File: src/logic/sync_tx_regs.svh
// register offsets, field positions and reset values of the sync transmitter
`ifndef SYNC_TX_REGS_SVH
`define SYNC_TX_REGS_SVH
`define CTRL_OFFSET         12'h000
`define RATE_OFFSET         12'h004
`define DATA_OFFSET         12'h008
`define STATUS_OFFSET       12'h00C
`define MASK_OFFSET         12'h010
`define CTRL_SYNC_BIT       0
`define CTRL_PORT_ON_BIT    1
`define CTRL_MASTER_BIT     2
`define CTRL_SINGLE_RECEIVE_ON_BIT       3
`define CTRL_CONTINUOUS_RECEIVE_ON_BIT       4
`define CTRL_TX_ON_BIT      5
`define CTRL_NINTH_SEL_BIT  6
`define CTRL_NINTH_VAL_BIT  7
`define CTRL_IDLE_HIGH_BIT  8
`define CTRL_HIGH_RATE_BIT  9
`define CTRL_WIDE_DIV_BIT   10
`define CTRL_TX_IRQ_BIT     11
`define CTRL_PERIPH_IRQ_BIT 12
`define CTRL_GLOBAL_IRQ_BIT 13
`define CTRL_RESET          14'h0000
`define RATE_RESET          16'h0000
`define STAT_BUF_EMPTY_BIT  0
`define STAT_DONE_BIT       1
`define STAT_RESET          2'h0
`define MASK_RESET          2'h0
`endif

File: src/logic/sync_tx_pkg.sv
// types shared by the sync transmitter
package sync_tx_pkg;
    typedef enum logic [1:0] {
        st_idle,
        st_lead,
        st_trail
    } shift_state_t;
    typedef logic [8:0] char_t;
endpackage : sync_tx_pkg

File: src/logic/sync_serial_master_transmit.sv
// synchronous serial master transmitter with an apb register file
// Function
// - master mode needs clocked mode, port on and master clock source
// - both receive enables must be clear for transmission
// - characters are sent only while transmit on is set
// - ninth bit select gives nine data bits, else eight
// - interrupt needs transmit, peripheral group and global enables all set
// - writing the holding buffer starts transmission when fully configured
// - new character waits in holding buffer until shift register empties
// - one clock per bit; data changes on leading edge
// - idle high select sets clock rest level and data edge
// - no start or stop bits; clock and data drivers enabled
`timescale 1ns/10ps
`include "sync_tx_regs.svh"
module sync_serial_master_transmit (
    // clock and reset
    input  wire logic        ref_clk_i,
    input  wire logic        reset_i,
    // apb slave
    input  wire logic        psel_i,
    input  wire logic        penable_i,
    input  wire logic        pwrite_i,
    input  wire logic [11:0] paddr_i,
    input  wire logic [31:0] pwdata_i,
    output logic      [31:0] prdata_o,
    output logic             pready_o,
    output logic             pslverr_o,
    // serial link
    output logic             clock_line_pin_o,
    output logic             clock_line_pin_oe_o,
    output logic             data_line_pin_o,
    output logic             data_line_pin_oe_o,
    // interrupt
    output logic             irq_o
);
    import sync_tx_pkg::*;

    logic [13:0]  ctrl;
    logic [15:0]  rate;
    logic [1:0]   status;
    logic [1:0]   mask;
    sync_tx_pkg::char_t hold_buf;
    logic         hold_full;
    sync_tx_pkg::char_t shift_reg;
    logic [3:0]   bits_left;
    shift_state_t state;
    logic [15:0]  div_cnt;
    logic         clk_level;
    logic         data_bit;

    // apb decode
    wire access   = psel_i & penable_i;
    wire wr       = access & pwrite_i;
    wire hit_ctrl = paddr_i == `CTRL_OFFSET;
    wire hit_rate = paddr_i == `RATE_OFFSET;
    wire hit_data = paddr_i == `DATA_OFFSET;
    wire hit_stat = paddr_i == `STATUS_OFFSET;
    wire hit_mask = paddr_i == `MASK_OFFSET;
    wire mapped   = hit_ctrl | hit_rate | hit_data | hit_stat | hit_mask;

    wire master_mode = ctrl[`CTRL_SYNC_BIT] & ctrl[`CTRL_PORT_ON_BIT]
                     & ctrl[`CTRL_MASTER_BIT];
    wire rx_off      = ~ctrl[`CTRL_SINGLE_RECEIVE_ON_BIT] & ~ctrl[`CTRL_CONTINUOUS_RECEIVE_ON_BIT];
    wire tx_mode     = master_mode & rx_off & ctrl[`CTRL_TX_ON_BIT];
    wire ninth_sel   = ctrl[`CTRL_NINTH_SEL_BIT];
    wire idle_high   = ctrl[`CTRL_IDLE_HIGH_BIT];

    // write into the holding buffer: refused while it is still full
    wire data_wr  = wr & hit_data & tx_mode & ~hold_full;
    // half a bit period per tick; the wide bit only picks full or low-byte divisor software sets, high-rate bit unused
    wire [15:0] half_div = ctrl[`CTRL_WIDE_DIV_BIT] ? rate : {8'h00, rate[7:0]};
    wire tick     = (div_cnt == 16'h0000);
    wire load     = (state == st_idle) & hold_full & tx_mode;
    wire last_bit = (bits_left == 4'h1);
    wire done_evt = tick & (state == st_trail) & last_bit;
    wire [3:0] char_len = ninth_sel ? 4'h9 : 4'h8;

    wire [1:0] events = {done_evt, load};
    wire [1:0] clr    = (wr & hit_stat) ? pwdata_i[1:0] : 2'h0;
    wire [1:0] next_status = events | (status & ~clr);
    wire irq_gate = ctrl[`CTRL_TX_IRQ_BIT] & ctrl[`CTRL_PERIPH_IRQ_BIT]
                  & ctrl[`CTRL_GLOBAL_IRQ_BIT];
    wire next_irq = irq_gate & |(next_status & mask);

    wire [31:0] rd_mux = hit_ctrl ? {18'h00000, ctrl} :
                         hit_rate ? {16'h0000, rate} :
                         hit_data ? {23'h000000, hold_buf} :
                         hit_stat ? {30'h00000000, status} :
                         hit_mask ? {30'h00000000, mask} : 32'h00000000;

    // register file
    always_ff @(posedge ref_clk_i or posedge reset_i) begin
        if (reset_i) begin
            ctrl   <= `CTRL_RESET;
            rate   <= `RATE_RESET;
            mask   <= `MASK_RESET;
            status <= `STAT_RESET;
        end else begin
            if (wr & hit_ctrl) ctrl <= pwdata_i[13:0];
            if (wr & hit_rate) rate <= pwdata_i[15:0];
            if (wr & hit_mask) mask <= pwdata_i[1:0];
            status <= next_status;    // set wins over clear
        end
    end

    // apb answer: one access cycle, no wait states
    always_ff @(posedge ref_clk_i or posedge reset_i) begin
        if (reset_i) begin
            prdata_o  <= 32'h00000000;
            pready_o  <= 1'b0;
            pslverr_o <= 1'b0;
        end else begin
            pready_o  <= psel_i & ~penable_i;
            pslverr_o <= psel_i & ~penable_i & ~mapped;
            prdata_o  <= rd_mux;
        end
    end

    // holding buffer; ninth bit taken from the control field at write time
    always_ff @(posedge ref_clk_i or posedge reset_i) begin
        if (reset_i) begin
            hold_buf  <= 9'h000;
            hold_full <= 1'b0;
        end else if (data_wr) begin
            hold_buf  <= {ctrl[`CTRL_NINTH_VAL_BIT], pwdata_i[7:0]};
            hold_full <= 1'b1;
        end else if (load) begin
            hold_full <= 1'b0;
        end
    end

    // half-bit divider, restarted at each load so the first edge is a full half period away
    always_ff @(posedge ref_clk_i or posedge reset_i) begin
        if (reset_i) div_cnt <= 16'h0000;
        else if (load || tick) div_cnt <= half_div;
        else div_cnt <= div_cnt - 16'h0001;
    end

    // shifter: lead phase has data launched, trail phase ends the bit
    always_ff @(posedge ref_clk_i or posedge reset_i) begin
        if (reset_i) begin
            state     <= st_idle;
            shift_reg <= 9'h000;
            bits_left <= 4'h0;
            clk_level <= 1'b0;
            data_bit  <= 1'b0;
        end else begin
            unique case (state)
                st_idle: begin
                    clk_level <= 1'b0;
                    if (load) begin
                        // first bit placed with the leading edge
                        data_bit  <= hold_buf[0];
                        shift_reg <= {1'b0, hold_buf[8:1]};
                        bits_left <= char_len;
                        clk_level <= 1'b1;
                        state     <= st_lead;
                    end
                end
                st_lead: if (tick) begin
                    clk_level <= 1'b0;                                    // trailing edge
                    state     <= st_trail;
                end
                st_trail: if (tick) begin
                    if (last_bit) begin
                        // idle for one cycle; a waiting character loads on the next edge
                        state <= st_idle;
                    end else begin
                        data_bit  <= shift_reg[0];
                        shift_reg <= {1'b0, shift_reg[8:1]};
                        bits_left <= bits_left - 4'h1;
                        clk_level <= 1'b1;
                        state     <= st_lead;
                    end
                end
            endcase
        end
    end

    // pins: clock rest level follows polarity; no framing bits exist
    always_ff @(posedge ref_clk_i or posedge reset_i) begin
        if (reset_i) begin
            clock_line_pin_o    <= 1'b0;
            clock_line_pin_oe_o <= 1'b0;
            data_line_pin_o     <= 1'b0;
            data_line_pin_oe_o  <= 1'b0;
            irq_o               <= 1'b0;
        end else begin
            clock_line_pin_o    <= clk_level ^ idle_high;
            clock_line_pin_oe_o <= tx_mode;
            data_line_pin_o     <= data_bit;
            data_line_pin_oe_o  <= tx_mode;
            irq_o               <= next_irq;
        end
    end
endmodule : sync_serial_master_transmit

File: config.mk
export PLATFORM = sky130hd
export DESIGN_NAME = sync_serial_master_transmit
export DESIGN_NICKNAME = d
export VERILOG_FILES = /design/src/logic/sync_tx_pkg.sv /design/src/logic/sync_serial_master_transmit.sv
export VERILOG_INCLUDE_DIRS = /design/src /design/src/logic
export SDC_FILE = /design/constraint.sdc
export NUM_CORES = 1
export LEC_CHECK = 0
export BUFFER_PORTS_ARGS = -buffer_cell sky130_fd_sc_hd__buf_2
export CAP_MARGIN = 20
export CORE_ASPECT_RATIO = 1.2
export CORE_MARGIN = 4
export CORE_UTILIZATION = 56
export DETAILED_ROUTE_END_ITERATION = 10
export HOLD_SLACK_MARGIN = 0.1
export PLACE_DENSITY = 0.76
export SKIP_LAST_GASP = 1
export SLEW_MARGIN = 10
export SYNTH_ARGS = -nofsm -noshare
export SYNTH_HDL_FRONTEND = slang
export SYNTH_SLANG_ARGS = --single-unit
File: constraint.sdc
create_clock -name ref_clk_i -period 3.4 [get_ports ref_clk_i]
set_clock_uncertainty 0.05 [all_clocks]
set_input_delay 0.34 -clock ref_clk_i [delete_from_list [all_inputs] [get_ports ref_clk_i]]
set_output_delay 0.34 -clock ref_clk_i [all_outputs]
set_load 0.01 [all_outputs]
Word-level counts from Yosys, hierarchy flattened
Index checks and enable logic that the tools add are counted.

storage, ports and cells
  output and inout port bits = 39
  bits in registers = 99
  logic and storage cells = 112
  bits of input ports = 49

cells by class
  reductions and logical operators = 10
  bitwise logic cells = 37
  mux-type cells = 33
  equality and inequality tests = 11
  $add $sub $neg = 2

operators with widths
  kind                                                 count
  two-way mux 16 bit                                   4
  two-way mux 9 bit                                    4
  == test 12 x 4 -> 1 bit (second input constant)      2
  bitwise AND 1 bit                                    23
  one-hot mux 9 bit (2 select lines)                   1
  zero test 16 bit                                     1
  subtractor 16 x 1 -> 16 bit (second input constant)  1
  == test 12 x 3 -> 1 bit (second input constant)      1
  == test 12 x 5 -> 1 bit (second input constant)      1
  zero test 12 bit                                     1
  two-way mux 2 bit                                    6
  two-way mux 4 bit                                    3
  two-way mux 1 bit                                    11
  != test 2 bit (second input constant)                4
  one-hot mux 4 bit (2 select lines)                   1
  one-hot mux 2 bit (3 select lines)                   1
  AND reduction 3 bit                                  2
  NOT 1 bit                                            5
  bitwise AND 2 bit                                    2
  == test 4 x 1 -> 1 bit (second input constant)       1
  bitwise OR 1 bit                                     4
  AND reduction 4 bit                                  1
  nonzero test 2 bit                                   2
  subtractor 4 x 1 -> 4 bit (second input constant)    1
  other kinds (10)                                     10

Longest topological paths before layout
  depth after elaboration = 10
  depth in mapped cells = 8
  gate-level depth less buffers = 7

Worst setup path after synthesis
No wires, ideal clock.

  path type = register to register
  start = register div_cnt[5]
  end = register shift_reg[3]
  required time = 3224 ps
  arrival time = 2239 ps
  slack = 985 ps
  cell stages (with the launch flop) = 7
  library setup time = 126 ps
  period minus slack after synthesis = 2415 ps
  path buffers = 1
  cells stage by stage = dfrtp_1 or4_4 or4_4 buf_6 o31ai_4 a21boi_1 a221o_1

between the ends
  word-level cells in the longest chain between the ends = 3

RTL lines
  what                           RTL line                            RTL
  from (decl)                    sync_serial_master_transmit.sv:47   logic [15:0] div_cnt;
  from (signal assigned)         sync_serial_master_transmit.sv:135  else if (load || tick) div_cnt <= half_div;
  from (signal assigned)         sync_serial_master_transmit.sv:136  else div_cnt <= div_cnt - 16'h0001;
  zero test 16 bit               sync_serial_master_transmit.sv:72   wire tick = (div_cnt == 16'h0000);
  != test 2 bit (no line)        -
  AND reduction 4 bit (no line)  -
  to (signal assigned)           sync_serial_master_transmit.sv:154  shift_reg <= {1'b0, hold_buf[8:1]};
  to (signal assigned)           sync_serial_master_transmit.sv:170  shift_reg <= {1'b0, shift_reg[8:1]};
  to (decl)                      sync_serial_master_transmit.sv:44   sync_tx_pkg::char_t shift_reg;

No other way between the ends.
A chain may end at the register's enable or synchronous reset.

Worst setup path after layout
  start = register state[0]
  end = register bits_left[1]

between the ends
  word-level cells in the longest chain between the ends = 5

RTL lines
  what                            RTL line                                                               RTL
  from (decl)                     sync_serial_master_transmit.sv:46                                      shift_state_t state;
  from (signal assigned)          sync_serial_master_transmit.sv:142                                     state <= st_idle;
  from (signal assigned)          sync_serial_master_transmit.sv:157                                     state <= st_lead;
  from (signal assigned)          sync_serial_master_transmit.sv:162                                     state <= st_trail;
  zero test 2 bit                 sync_serial_master_transmit.sv:73, sync_serial_master_transmit.sv:148
  bitwise AND 1 bit (2 in a row)  sync_serial_master_transmit.sv:73                                      wire load = (state == st_idle) & hold_full & tx_mode;
  != test 2 bit (no line)         -
  AND reduction 4 bit (no line)   -
  to (signal assigned)            sync_serial_master_transmit.sv:155                                     bits_left <= char_len;
  to (signal assigned)            sync_serial_master_transmit.sv:171                                     bits_left <= bits_left - 4'h1;
  to (decl)                       sync_serial_master_transmit.sv:45                                      logic [3:0] bits_left;

Several ways; a longest one is shown, not always the timed one.

==> results.md <==
* Layout cells sized above 1 at 0.267
* CTS Sinks at 98
* Power Density at 459 nW/µm²
* Placed insts at 598
* Hold-fix buffers, CTS at 1
* Via/cell ratio at 5.67
* Initial antenna violation count at 0
* Routed len/inst at 17.1 µm
* FMAX at 386 MHz
* Fin. Hold Viols at 0
* Overall Power at 2.45 mW
* Min cycle time layout at 2.59 ns
* Yosys warns at 0
* Later-pin clock latency in the skew report at 0.35 ns
* Critical path data required time at 3.64 ns
* Commonest non-fill, non-tap cell in the layout: dfrtp_1
* Tcrit/Tclk final at 0.762
* Crit path DAT at 2.83 ns
* Largest cells by area after synthesis: dfrtp_1 (51%), mux2_2 (9.6%), mux2i_1 (3.8%)
* Cells after Synth at 439
* Clk root buf: clkbuf_8
* Die area at 10100 µm²
* Drt pass-1 iters at 4
* Post-CTS resize count at 0
* Vias in the first global route at 3702
* Tot GR Track Use at 0.223
* Initial cell density of the core at 0.580
* Clk slew on worst S/H paths at 0.09 ns
* Final setup TNS at 0 ns
* VDD IR max at 0.367 mV
* Io pins at 88
* Global-route wire length before repair at 17.6 mm
* Gr ovfl total at 0
* Outcome: finished clean
* Crit-path max FO at 9
* Post-synthesis sequential area ratio at 0.513
* I/O Buffers at 55
* Fin cells at 612
* Area leader, netlist: dfrtp_1
* Delay-heaviest family, CP: compound AO/OA/AOI/OAI gates
* Cells on worst reg2reg path at 7
* RSZ-0062 raised after global routing: false
* R2R Setup Slk at 0.81 ns
* Clk buf depth at 2
* Synthesis-stage register bit count at 98
* Largest net degree at the start of global routing at 73
* Slew @ Worst Pin at 0.931 ns
* Slew Viols, Final at 0
* CP peak stage delay at 0.76 ns
* TritonCTS buffer count at 9
* Die Ht at 109 µm
* P_leak at 2.60 nW
* DRT iter0 DRCs at 148
* Largest regs: div_cnt (16), prdata_o (16), rate (16)
* Clock tree from TritonCTS: built
* Max-capacitance violation count at 0
* Cell Area, Synth at 4780 µm²
* Synth Area per Inst at 10.9 µm²
* Commonest cells after routing, fill and taps aside: dfrtp_1 (98), buf_2 (55), nor2_1 (44)
* Top cell type's share of synthesized area at 0.513
* Worst Hold Class: in2async
* WL final at 10.5 mm
* ANT nets after route at 0
* H-tree level count at 3
* Detailed-placement wirelength estimate at 7.75 mm
* Crit path buf inv count at 1
* Number of flops mapped to enable cells by yosys at 0
* Critical Path End Type: register
* Chip width at 92.4 µm
* Post-route DRC at 0
* Crit-path slowest cell: o21ai_0
* Critical Path Start Type: register
* Fin nets at 553
* Cells along the critical path: inv_1, ha_1, nand4b_1, o21ai_0, nand4_1, o22ai_1, a22o_1
* Antenna Cells at 0
* Post-CTS Repair Setup Buffers at 0
* Async set or reset register ratio after synthesis at 1.00
* Crit path kind: reg2reg
* Fillers at 685
* Row count at 36
* Netlist cell types at 56
* Gpl congestion at 0.897
* Area growth from synthesis to layout at 11.4%
* Relative slew slack at 0.373
* Vias at 3473
* # setup viols final at 0
* Levels on crit path at 7
* Core area at 8240 µm²
* Synth Flop Type: dfrtp_1
synth_stat cells (4+ instances only):
master and count:
nor4_1 6, a21boi_1 5, nor3_1 10, o22ai_1 11, buf_1 4, mux2_2 41
ha_1 7, xor2_1 4, nand4b_1 4, clkbuf_1 13, inv_1 12, xnor2_1 10
nand4_1 4, buf_4 17, a21oi_1 25, dfrtp_1 98, nand2_1 29, nor2_1 44
o21ai_0 12, nor2b_1 4, nand3_1 7, a221o_1 4, mux2i_1 18
routing by layer:
metal / routed length (µm) / vias up / part of all wire / track usage
li1: - / 1637 / - / -
met1: 4320 / 1712 / 0.41 / 0.273
met2: 5390 / 104 / 0.51 / 0.396
met3: 576 / 20 / 0.055 / 0.0462
met4: 186 / 0 / 0.018 / 0.0658
met5: 0 / - / 0 / 0
power breakdown:
group	switching, mW	internal, mW
clock network	0.352	0.269
registers	0.123	1.26
logic	0.245	0.199
worst paths after layout:
check                                startpoint                   endpoint
max                        state[0]$_DFFE_PP0P_   bits_left[1]$_DFFE_PP0P_
min                                     reset_i        mask[1]$_DFFE_PP0P_
max reg2reg                state[0]$_DFFE_PP0P_   bits_left[1]$_DFFE_PP0P_
min reg2reg                data_bit$_DFFE_PP0P_  data_line_pin_o$_DFF_PP0_
max in group asynchronous               reset_i       rate[11]$_DFFE_PP0P_
min in group ref_clk_i             pwdata_i[14]       rate[14]$_DFFE_PP0P_
metrics by stage:
stage | instance area (µm²) | hold slack (ns) | setup slack, ns | util
final | 5330 | 0.111 | 0.808 | 0.647
after global routing | 5330 | 0.160 | 0.615 | 0.647
after CTS | 5320 | 0.144 | 0.827 | 0.645
after detailed placement | 5160 | 0.353 | 0.842 | 0.626
after global placement | 5160 | 0.343 | 0.868 | 0.626
after floorplan | 4840 | 0.324 | 0.448 | -
logic make-up after synthesis:
logic type / count (synthesis) / synth area share
AOI/OAI and AO/OA: 77 / 0.107
other: 1 / 0.000784
xor gates and xnor gates: 14 / 0.0256
adders and majority gates: 7 / 0.0183
muxes: 59 / 0.134
buffers and inverters: 47 / 0.0518
DFF: 98 / 0.513
and+or+nand+nor: 136 / 0.150
layout make-up:
cell class              instances  area [µm²]  share of cell area
repair buffers                 67         388              0.0728
clock inverters                 1        5.00            0.000939
clock buffers                  11         141              0.0265
inverters                      12        47.5             0.00892
well taps                     114         143              0.0268
multi-input cells             309        2150               0.404
flip-flops and latches         98        2450               0.460
worst register-to-register path: stages, from the launching register on:
cell,delay (ns)
dfrtp_1,0.40
inv_1,0.09
ha_1,0.30
nand4b_1,0.17
o21ai_0,0.76
nand4_1,0.36
o22ai_1,0.25
a22o_1,0.16
No activity file was read; power rests on OpenSTA's default activity.
